### config.mk
export PLATFORM = sky130hd
export DESIGN_NAME = ssf_flags
export DESIGN_NICKNAME = d
export VERILOG_FILES = /design/src/rtl/ssf_pkg.sv /design/src/rtl/ssf_sync.sv /design/src/rtl/ssf_flags.sv
export SDC_FILE = /design/constraint.sdc
export NUM_CORES = 1
export LEC_CHECK = 0
export ABC_CLOCK_PERIOD_IN_PS = 1400
export BUFFER_PORTS_ARGS = -buffer_cell sky130_fd_sc_hd__buf_4
export CAP_MARGIN = 10
export CORE_ASPECT_RATIO = 0.7
export CORE_UTILIZATION = 45
export CTS_CLUSTER_DIAMETER = 200
export DETAILED_ROUTE_END_ITERATION = 10
export GPL_ROUTABILITY_DRIVEN = 0
export PLACE_DENSITY_LB_ADDON = 0.12
export SYNTH_ARGS = -nofsm -noshare
export SYNTH_HDL_FRONTEND = slang
export SYNTH_SLANG_ARGS = --single-unit
export TNS_END_PERCENT = 50
### constraint.sdc
create_clock -name clk -period 1.4 [get_ports clk]
set_clock_uncertainty 0.1 [all_clocks]
set_input_delay 0 -clock clk [delete_from_list [all_inputs] [get_ports clk]]
set_output_delay 0 -clock clk [all_outputs]
set_load 0.02 [all_outputs]
### src/rtl/ssf_pkg.sv
package ssf_pkg;
  // ************************************************************
  // Register offsets
  // ************************************************************
  localparam logic [3:0] ADDR_STATUS = 4'h0;
  localparam logic [3:0] ADDR_DATA = 4'h1;
  localparam logic [3:0] ADDR_CTRL1 = 4'h2;
  localparam logic [3:0] ADDR_CTRL2 = 4'h3;
  localparam logic [3:0] ADDR_IRQ_STAT = 4'h4;
  localparam logic [3:0] ADDR_IRQ_CLR = 4'h5;
  localparam logic [3:0] ADDR_IRQ_EN = 4'h6;
  localparam logic [3:0] ADDR_RX_SHIFT = 4'h7;

  // ************************************************************
  // Status bit positions and reset value
  // ************************************************************
  localparam int BIT_TXE = 7;
  localparam int BIT_TC = 6;
  localparam int BIT_RXF = 5;
  localparam int BIT_IDLE = 4;
  localparam int BIT_OVR = 3;
  localparam int BIT_NOISE = 2;
  localparam int BIT_FRAME = 1;
  localparam int BIT_PAR = 0;
  localparam logic [7:0] STATUS_RESET = 8'hc0;

  // ************************************************************
  // Control bit positions
  // ************************************************************
  localparam int CR1_PIE = 0;
  localparam int CR2_TIE = 7;
  localparam int CR2_TXDONE_IRQ_EN = 6;
  localparam int CR2_RIE = 5;
  localparam int CR2_IDLE_IRQ_EN = 4;

  // ************************************************************
  // Event bits of the sticky interrupt status
  // ************************************************************
  localparam int NUM_EVT = 5;
  localparam int EVT_TXE = 0;
  localparam int EVT_TC = 1;
  localparam int EVT_RX = 2;
  localparam int EVT_IDLE = 3;
  localparam int EVT_PAR = 4;
endpackage : ssf_pkg

### src/rtl/ssf_sync.sv
`timescale 1ns/1ps
// ************************************************************
// Three-stage synchroniser with agreement filter
// ************************************************************
module ssf_sync (
  // Clock and reset
  input wire logic clk,
  input wire logic rst_n,
  // Pin side
  input wire logic pinIn,
  // Filtered level
  output logic level
);
  logic s1;
  logic s2;
  logic s3;

  // Shift chain, first stage feeds only the second
  always_ff @(posedge clk or negedge rst_n)
  begin
    if (!rst_n)
    begin
      s1 <= 1'b0;
      s2 <= 1'b0;
      s3 <= 1'b0;
    end
    else
    begin
      s1 <= pinIn;
      s2 <= s1;
      s3 <= s2;
    end
  end

  // Accept change once stages two and three agree
  always_ff @(posedge clk or negedge rst_n)
  begin
    if (!rst_n)
      level <= 1'b0;
    else if (s2 == s3)
      level <= s3;
  end
endmodule : ssf_sync

### src/rtl/ssf_flags.sv
`timescale 1ns/1ps
// Operation
// - Transmit-empty set on buffer-to-shift move
// - TXE/TC clear: status access, data write
// - No buffer move while TXE uncleared
// - TC set when data frame finishes
// - Idle or break frame leaves TC
// - Receive-ready set when word reaches data
// - Rx flags clear: status access, data read
// - Idle flag set on idle line
// - Idle rearmed only by new received word
// - Overrun when word arrives, receive-ready set
// - Overrun keeps buffer, shift overwritten
// - Noise flag, no own interrupt
// - Framing flag, no own interrupt
// - Framing plus overrun: only overrun set
// - Parity flag, enable in control one
// - Status read-only, resets to c0
// - Idle transmitter: write goes straight out
// - Busy transmitter: write held in buffer
module ssf_flags (
  // Clock and reset
  input wire logic clk,
  input wire logic rst_n,
  // Register port
  input wire logic [3:0] addr,
  input wire logic [7:0] wrData,
  input wire logic wrStb,
  input wire logic rdStb,
  output logic [7:0] rdData,
  // Transmit shift logic
  output logic txLoad,
  output logic [7:0] txShiftData,
  input wire logic txFrameDone,
  input wire logic txFrameData,
  // Receive shift logic
  input wire logic rxWordValid,
  input wire logic [7:0] rxWord,
  input wire logic rxNoise,
  input wire logic rxFraming,
  input wire logic rxParity,
  input wire logic rxIdlePin,
  // Interrupt
  output logic irq
);
  // ************************************************************
  // Declarations
  // ************************************************************
  logic [7:0] serialStatus, rxHoldingBuffer, txHoldingBuffer, ctrl1, ctrl2, rxShiftCopy;
  logic txPending, txBusy, statusSeen;
  logic idleArmed, rxIdle, rxIdleDly, idleEvent;
  logic [ssf_pkg::NUM_EVT-1:0] irqStatus, irqEnable, evt, irqClr;
  logic dataWrite, dataRead, txClear, rxClear, moveBuf, directLoad, rxAccept, overrun;

  // ************************************************************
  // Idle line input synchroniser
  // ************************************************************
  ssf_sync u_idle_sync (
    .clk(clk),
    .rst_n(rst_n),
    .pinIn(rxIdlePin),
    .level(rxIdle)
  );

  // Rising edge of filtered idle level
  always_ff @(posedge clk or negedge rst_n)
  begin
    if (!rst_n)
      rxIdleDly <= 1'b0;
    else
      rxIdleDly <= rxIdle;
  end
  assign idleEvent = rxIdle && !rxIdleDly;

  // ************************************************************
  // Access decode
  // ************************************************************
  assign dataWrite = wrStb && (addr == ssf_pkg::ADDR_DATA);
  assign dataRead = rdStb && (addr == ssf_pkg::ADDR_DATA);
  assign txClear = dataWrite && statusSeen;
  assign rxClear = dataRead && statusSeen;

  // Remember a status access until the next data access
  always_ff @(posedge clk or negedge rst_n)
  begin
    if (!rst_n)
      statusSeen <= 1'b0;
    else if (rdStb && addr == ssf_pkg::ADDR_STATUS)
      statusSeen <= 1'b1;
    else if (dataWrite || dataRead)
      statusSeen <= 1'b0;
  end

  // ************************************************************
  // Transmit path
  // ************************************************************
  // Idle transmitter loads shift register directly
  assign directLoad = dataWrite && !txBusy && !txPending;
  // Move only after transmit-empty was cleared
  assign moveBuf = txPending && (!txBusy || txFrameDone) && !serialStatus[ssf_pkg::BIT_TXE];

  // Holding buffer and pending marker
  always_ff @(posedge clk or negedge rst_n)
  begin
    if (!rst_n)
    begin
      txHoldingBuffer <= 8'h00;
      txPending <= 1'b0;
    end
    else if (dataWrite && !directLoad)
    begin
      txHoldingBuffer <= wrData;
      txPending <= 1'b1;
    end
    else if (moveBuf)
      txPending <= 1'b0;
  end

  // Shift register load toward transmit logic
  always_ff @(posedge clk or negedge rst_n)
  begin
    if (!rst_n)
    begin
      txLoad <= 1'b0;
      txShiftData <= 8'h00;
    end
    else
    begin
      txLoad <= directLoad || moveBuf;
      if (directLoad)
        txShiftData <= wrData;
      else if (moveBuf)
        txShiftData <= txHoldingBuffer;
    end
  end

  // Transmitter busy between load and frame end
  always_ff @(posedge clk or negedge rst_n)
  begin
    if (!rst_n)
      txBusy <= 1'b0;
    else if (directLoad || moveBuf)
      txBusy <= 1'b1;
    else if (txFrameDone)
      txBusy <= 1'b0;
  end

  // ************************************************************
  // Receive path
  // ************************************************************
  // Overrun when receive-ready still set
  assign overrun = rxWordValid && serialStatus[ssf_pkg::BIT_RXF];
  assign rxAccept = rxWordValid && !overrun;

  // Buffer kept on overrun, shift copy overwritten
  always_ff @(posedge clk or negedge rst_n)
  begin
    if (!rst_n)
    begin
      rxHoldingBuffer <= 8'h00;
      rxShiftCopy <= 8'h00;
    end
    else
    begin
      if (rxWordValid)
        rxShiftCopy <= rxWord;
      if (rxAccept)
        rxHoldingBuffer <= rxWord;
    end
  end

  // Idle rearmed by a newly received word
  always_ff @(posedge clk or negedge rst_n)
  begin
    if (!rst_n)
      idleArmed <= 1'b1;
    else if (rxAccept)
      idleArmed <= 1'b1;
    else if (idleEvent && idleArmed)
      idleArmed <= 1'b0;
  end

  // ************************************************************
  // Status flags, set wins over clear
  // ************************************************************
  always_ff @(posedge clk or negedge rst_n)
  begin
    if (!rst_n)
      serialStatus <= ssf_pkg::STATUS_RESET;
    else
    begin
      // Transmit-empty on move into shift register
      if (directLoad || moveBuf)
        serialStatus[ssf_pkg::BIT_TXE] <= 1'b1;
      else if (txClear)
        serialStatus[ssf_pkg::BIT_TXE] <= 1'b0;
      if (txFrameDone && txFrameData)
        serialStatus[ssf_pkg::BIT_TC] <= 1'b1;
      else if (txClear)
        serialStatus[ssf_pkg::BIT_TC] <= 1'b0;
      if (rxAccept)
        serialStatus[ssf_pkg::BIT_RXF] <= 1'b1;
      else if (rxClear)
        serialStatus[ssf_pkg::BIT_RXF] <= 1'b0;
      if (idleEvent && idleArmed)
        serialStatus[ssf_pkg::BIT_IDLE] <= 1'b1;
      else if (rxClear)
        serialStatus[ssf_pkg::BIT_IDLE] <= 1'b0;
      if (overrun)
        serialStatus[ssf_pkg::BIT_OVR] <= 1'b1;
      else if (rxClear)
        serialStatus[ssf_pkg::BIT_OVR] <= 1'b0;
      if (rxAccept && rxNoise)
        serialStatus[ssf_pkg::BIT_NOISE] <= 1'b1;
      else if (rxClear)
        serialStatus[ssf_pkg::BIT_NOISE] <= 1'b0;
      if (rxAccept && rxFraming)
        serialStatus[ssf_pkg::BIT_FRAME] <= 1'b1;
      else if (rxClear)
        serialStatus[ssf_pkg::BIT_FRAME] <= 1'b0;
      if (rxAccept && rxParity)
        serialStatus[ssf_pkg::BIT_PAR] <= 1'b1;
      else if (rxClear)
        serialStatus[ssf_pkg::BIT_PAR] <= 1'b0;
    end
  end

  // ************************************************************
  // Control registers
  // ************************************************************
  always_ff @(posedge clk or negedge rst_n)
  begin
    if (!rst_n)
    begin
      ctrl1 <= 8'h00;
      ctrl2 <= 8'h00;
      irqEnable <= '0;
    end
    else if (wrStb)
    begin
      if (addr == ssf_pkg::ADDR_CTRL1)
        ctrl1 <= wrData;
      if (addr == ssf_pkg::ADDR_CTRL2)
        ctrl2 <= wrData;
      if (addr == ssf_pkg::ADDR_IRQ_EN)
        irqEnable <= wrData[ssf_pkg::NUM_EVT-1:0];
    end
  end

  // ************************************************************
  // Interrupt events and sticky status
  // ************************************************************
  // Flag set conditions gated by their own enables; receive event fires on any arriving word, overrun included
  always_comb
  begin
    evt = '0;
    evt[ssf_pkg::EVT_TXE] = (directLoad || moveBuf) && ctrl2[ssf_pkg::CR2_TIE];
    evt[ssf_pkg::EVT_TC] = txFrameDone && txFrameData && ctrl2[ssf_pkg::CR2_TXDONE_IRQ_EN];
    evt[ssf_pkg::EVT_RX] = rxWordValid && ctrl2[ssf_pkg::CR2_RIE];
    evt[ssf_pkg::EVT_IDLE] = idleEvent && idleArmed && ctrl2[ssf_pkg::CR2_IDLE_IRQ_EN];
    evt[ssf_pkg::EVT_PAR] = rxAccept && rxParity && ctrl1[ssf_pkg::CR1_PIE];
  end

  assign irqClr = (wrStb && addr == ssf_pkg::ADDR_IRQ_CLR) ? wrData[ssf_pkg::NUM_EVT-1:0] : '0;

  // Sticky bits, set wins over clear
  generate
    for (genvar i = 0; i < ssf_pkg::NUM_EVT; i++)
    begin : g_evt
      always_ff @(posedge clk or negedge rst_n)
      begin
        if (!rst_n)
          irqStatus[i] <= 1'b0;
        else if (evt[i])
          irqStatus[i] <= 1'b1;
        else if (irqClr[i])
          irqStatus[i] <= 1'b0;
      end
    end
  endgenerate

  assign irq = |(irqStatus & irqEnable);

  // ************************************************************
  // Read data, one cycle after strobe
  // ************************************************************
  always_ff @(posedge clk or negedge rst_n)
  begin
    if (!rst_n)
      rdData <= 8'h00;
    else if (rdStb)
    begin
      case (addr)
        ssf_pkg::ADDR_STATUS: rdData <= serialStatus;
        ssf_pkg::ADDR_DATA: rdData <= rxHoldingBuffer;
        ssf_pkg::ADDR_CTRL1: rdData <= ctrl1;
        ssf_pkg::ADDR_CTRL2: rdData <= ctrl2;
        ssf_pkg::ADDR_IRQ_STAT: rdData <= {3'h0, irqStatus};
        ssf_pkg::ADDR_IRQ_EN: rdData <= {3'h0, irqEnable};
        ssf_pkg::ADDR_RX_SHIFT: rdData <= rxShiftCopy;
        default: rdData <= 8'h00;
      endcase
    end
    else
      rdData <= 8'h00;
  end
endmodule : ssf_flags

=== Word level (Yosys, flattened, before mapping) ===
Cells that the tools add are included.
Widths: inputs -> output; s select.

* $add $sub $neg: 0
* Multipliers: 0
* Divide/modulo/power cells: 0
* $lt $le $gt $ge: 0
* Eq/ne operators: 8
* Shift operators: 0
* Mux-type cells: 33
* Bitwise gates (word level): 1
* Reductions and logical operators: 56

{| class="wikitable"
|+ Operators with widths
! cell !! number
|-
| $pmux 8 s7 || 1
|-
| $reduce_bool 2->1 || 18
|-
| $mux 1 || 28
|-
| $logic_and 1x1->1 || 24
|-
| $mux 8 || 3
|-
| $eq 4x3->1 const B || 4
|-
| $eq 4x2->1 const B || 2
|-
| $logic_not 1->1 || 6
|-
| $reduce_and 2->1 || 3
|-
| $and 5x5->5 || 1
|-
| $mux 5 || 1
|-
| $reduce_or 5->1 || 1
|-
| $eq 4x1->1 const B || 1
|-
| $logic_not 4->1 || 1
|-
| $logic_or 1x1->1 || 3
|-
| $eq 1x1->1 || 1
|}

* Bits in registers: 84
* Bits in latches: 0
* RAM bits: 0
* Bits in read-only memories: 0
* Input port bits: 31
* Output and inout port bits: 18
* Logic and storage cells: 129
* Memories kept: 0

=== Depth between registers and ports, before layout ===
* Word-level depth: 7
* Gate-level depth with buffers: 6

=== By module ===
Synthesis repeated with hierarchy kept, for this count alone.

* Cell total of the unflattened synthesis: 302
* Area, all modules: 3818.7 µm²

{| class="wikitable"
|+ Modules (own cells, without submodules)
! module !! times used !! cells each !! area each (µm²) !! sequential area each (µm²)
|-
| ssf_flags || 1 || 297 || 3707.3 || 2005.7
|-
| ssf_sync || 1 || 5 || 111.4 || 100.1
|}

=== Worst setup path after synthesis ===
OpenSTA, ideal clock, no wires.

* Kind: reg-to-reg
* Start: register serialStatus[7]
* End: register irqStatus[0] in the netlist's numbering
* Library setup time: 0.121 ns
* Arrival time: 1.261 ns
* Required time: 1.179 ns
* Setup slack: -0.082 ns
* Cell stages (with the launch flop): 6
* Path buffers: 1
* Clock period less this slack: 1.482 ns
* Path through: dfstp_2 -> nand2b_1 -> nand2b_1 -> buf_2 -> nand2_1 -> a22o_1

* Cells in the longest elaborated chain, start to end: 5
* Elaborated cells on any way between the ends: 6

{| class="wikitable"
|+ RTL lines
! element !! line !! source
|-
| start: declaration || ssf_flags.sv:49 || <nowiki>logic [7:0] serialStatus, rxHoldingBuffer, txHoldingBuffer, ctrl1, ctrl2, rxShiftCopy;</nowiki>
|-
| start signal: assignment || ssf_flags.sv:189 || <nowiki>serialStatus <= ssf_pkg::STATUS_RESET;</nowiki>
|-
| $logic_not 1->1 * || ssf_flags.sv:100 || <nowiki>assign moveBuf = txPending && (!txBusy || txFrameDone) && !serialStatus[ssf_pkg::BIT_TXE];</nowiki>
|-
| $logic_and 1x1->1 * || ssf_flags.sv:100 ||
|-
| $logic_or 1x1->1 * || ssf_flags.sv:257 || <nowiki>evt[ssf_pkg::EVT_TXE] = (directLoad || moveBuf) && ctrl2[ssf_pkg::CR2_TIE];</nowiki>
|-
| $logic_and 1x1->1 * || ssf_flags.sv:257 ||
|-
| $mux 1 or $reduce_bool 2->1 (tied branches) || -- ||
|-
| end signal: indexed assignment || ssf_flags.sv:273 || <nowiki>irqStatus[i] <= 1'b0;</nowiki>
|-
| end signal: indexed assignment || ssf_flags.sv:275 || <nowiki>irqStatus[i] <= 1'b1;</nowiki>
|-
| end signal: indexed assignment || ssf_flags.sv:277 || <nowiki>irqStatus[i] <= 1'b0;</nowiki>
|-
| end: declaration || ssf_flags.sv:52 || <nowiki>logic [ssf_pkg::NUM_EVT-1:0] irqStatus, irqEnable, evt, irqClr;</nowiki>
|}

Mark *: on every way between the ends. The rest lies on a longest branch, timed or not.
A chain may end at the register's enable or synchronous reset.

=== Final worst setup path ===
* Start: register irqStatus[3] in the netlist's numbering
* End: output irq

* Cells in the longest elaborated chain, start to end: 2

{| class="wikitable"
|+ RTL lines
! element !! line !! source
|-
| $and 5x5->5 || ssf_flags.sv:282 || <nowiki>assign irq = |(irqStatus & irqEnable);</nowiki>
|-
| $reduce_or 5->1 || ssf_flags.sv:282 ||
|-
| end: declaration || ssf_flags.sv:44 || <nowiki>output logic irq</nowiki>
|}

No other way between the ends.

==> flow_metrics.tcl <==
set metrics [dict create \
    die_h_um 77.7 \
    synth_enable_flop_cells 0 \
    cts_root_buf "clkbuf_16" \
    h-tree-depth 3 \
    clock_latency_ns 0.34 \
    drc 0 \
    first_global_vias 2736 \
    critPathKind "flop to output port" \
    tightest_slew_ns 0.665 \
    die_x_um 110 \
    ys_types 43 \
    core-area_mm2 0.00791 \
    synth_seq_cells 84 \
    power.total_w 0.00810 \
    dr.pass1.iters 4 \
    reg2reg_slack_ns -0.02 \
    crit_path_end_kind "output port" \
    rows 27 \
    hold_path.class "input port to flop" \
    clkSinkCount 84 \
    violations "negative setup slack" \
    nNetsFinal 422 \
    finalHoldViolations 0 \
    netlist_instances 280 \
    finalWirelength_mm 8.68 \
    place_area_mm2 0.00437 \
    pre_cts_ws_ns -0.0297 \
    grt_max_degree 28 \
    critPathRequiredTime_ns 1.30 \
    viasPerCell 5.36 \
    clkPwrFrac_pct 31.8 \
    gr-total-overflow 0 \
    async_flop_share_pct 100 \
    setup_ws_ns -0.0450 \
    dieArea_mm2 0.00857 \
    p_sw_share_pct 26.8 \
    grt_util_all_layers_pct 22.5 \
    synthFlopType "dfrtp_1" \
    power_switching_w 0.00217 \
    rsz0062_at_grt "true" \
    layout_commonest_cell "dfrtp_1" \
    netlist_area_mm2 0.00369 \
    finalSetupViolCount 3 \
    antenna_found_initial 0 \
    grt_pass1_wl_mm 14.1 \
    ios 49 \
    hold_depth 4 \
    startpoint "irqStatus[3]" \
    vias 2664 \
    leakage_nw 2.42 \
    p_int_w 0.00593 \
    path_clk_slew_ns 0.06 \
    post-route-period-util_pct 103 \
    outcome "complete, but fails checks" \
    worstPathArrival_ns 1.34 \
    cp-endpoint "irq" \
    r2r-start "serialStatus[7]" \
    worstSetupStartpointType "flop" \
    yosysWarnings 0 \
    syn_nets 311 \
    seq_power_share_pct 43.4 \
    combPwrFrac_pct 24.9 \
    port_buffers 48 \
    syn_avg_cell_area_um2 13.2 \
    worstReg2RegEnd "txShiftData[3]" \
    powerDensity_mw_per_mm2 1590 \
    drt-initial-drc-count 149 \
    ant_nets 0 \
    relSlewSlack_pct 55.7 \
    maxSlewViolCount 0 \
    layout_common_cells "dfrtp_1, buf_4, mux2_2" \
    fin_crit_ns 1.44 \
    drive_gt1_share_pct 40.9 \
    max_cap_violations 0 \
    final_util_pct 64.4 \
    cts_made_buffers 9 \
    hpwl_mm 6.16 \
    start_util_pct 46.6 \
    areaGrowthSynthToFinish_pct 38.1 \
    worst_r2r_path_depth 5 \
    ys_seq_area_share_pct 57.1 \
    wl_per_cell_um 17.5 \
    cts_tree "built" \
    ir_worst_vdd_mv 1.25 \
    fin_area_mm2 0.00509 \
    clockBufferDepth 2 \
    antennaDiodeCount 0 \
    fmax_ghz 0.692 \
    cp_max_fo 3 \
]
## how the worst min path moves through the flow
stage / from / to / slack, ns
floorplan: rst_n / ctrl1[0] / -0.40
global placement: rst_n / u_idle_sync.level / -0.19
detailed placement: rst_n / u_idle_sync.level / -0.19
CTS: addr[3] / statusSeen / 0.03
global route: addr[3] / statusSeen / 0.07
finish: addr[3] / statusSeen / 0.04
## Yosys cell counts, types with 2 or more instances
cell      count  area share (%)
mux2i_1      11             3.0
dfrtp_1      81              55
a21oi_1      14             1.9
nand2_1      15             1.5
a21o_1        4            0.81
a22o_1       14             3.3
o21ai_0       2            0.27
inv_1         2            0.20
buf_4         3            0.61
nand3_1       2            0.27
a22oi_1       4            0.81
clkbuf_1      3            0.31
mux2_2       36              11
a221oi_1      4            0.95
and2_1        2            0.34
nand3b_1      2            0.41
o21a_1        3            0.61
a32o_1        3            0.81
nor4_1        3            0.51
dfstp_2       3             2.1
mux2_4        8             3.3
nand2b_1      5            0.85
buf_2         7            0.95
nor2b_1       4            0.68
and3_1        3            0.51
mux2_1        8             2.4
nor2_1       16             1.6
a32oi_1       3            0.71
## through the flow
step,setup TNS (ns),instances,hold WS [ns]
after floorplan,-0.0107,280,-0.396
after global placement,0,449,-0.191
after detailed placement,-0.191,449,-0.190
after CTS,-0.165,497,0.0298
after global routing,-0.915,497,0.0670
final,-0.0780,497,0.0408
## registers in the layout, summed over array words and instances (netlist names)
| name | cells |
|---|---|
| ctrl1 | 8 |
| ctrl2 | 8 |
| idleArmed | 1 |
| irqEnable | 5 |
| irqStatus | 5 |
| rdData | 8 |
| rxHoldingBuffer | 8 |
| rxIdleDly | 1 |
| rxShiftCopy | 8 |
| serialStatus | 8 |
| statusSeen | 1 |
| txBusy | 1 |
| txHoldingBuffer | 8 |
| txLoad | 1 |
| txPending | 1 |
| txShiftData | 8 |
| u_idle_sync.level | 1 |
| u_idle_sync.s1 | 1 |
| u_idle_sync.s2 | 1 |
| u_idle_sync.s3 | 1 |
## power by group through the flow
stage | Sequential (W) | Combinational [W] | Clock [W]
6_report | 0.00351 | 0.00201 | 0.00257
5_1_grt | 0.00360 | 0.00218 | 0.00273
4_1_cts | 0.00350 | 0.00199 | 0.00263
3_5_place_dp | 0.00354 | 0.00184 | 0
3_3_place_gp | 0.00353 | 0.00180 | 0
2_1_floorplan | 0.00357 | 0.000995 | 0
## final cells by class
class                      count  area (um2)
multi-input combinational    180        1550
inverter                       2        7.51
sequential                    84        2110
fill                         648        2810
timing repair buffer         114         973
clock buffer                  12         256
tap                          101         126
clock inverter                 4        72.6
## logic make-up (layout without fill, tap and decap cells)
logic type	after synthesis	in the layout	share of synthesized area, %
buf+inv	16	132	2.38
compound gates	53	53	10.7
flops	84	84	57.1
fa+ha+maj	1	1	0.271
simple gates	62	62	9.30
mux	64	64	20.3
## worst max-delay path: stages, from the launching register on
cell and delay (ns):
dfrtp_1 0.43, a222oi_1 0.32, nand2_1 0.11, buf_6 0.15
## what timing repair did
item / CTS / global route
gates resized for setup: 7 / 10
hold buffers: 30 / 0
endpoints found under the setup margin: 18 / 39
pin swaps: 1 / 4
buffers inserted: 2 / 0
hold endpoints to repair: 151 / 0
## layer usage
layer	track usage [%]	up-vias	routed length (um)
li1	-	1242	-
met2	33.3	48	3840
met4	6.32	0	107
met3	6.64	10	401
met1	32.0	1364	4330
met5	0	-	0
Note: power is estimated with default switching activity, not from simulation.
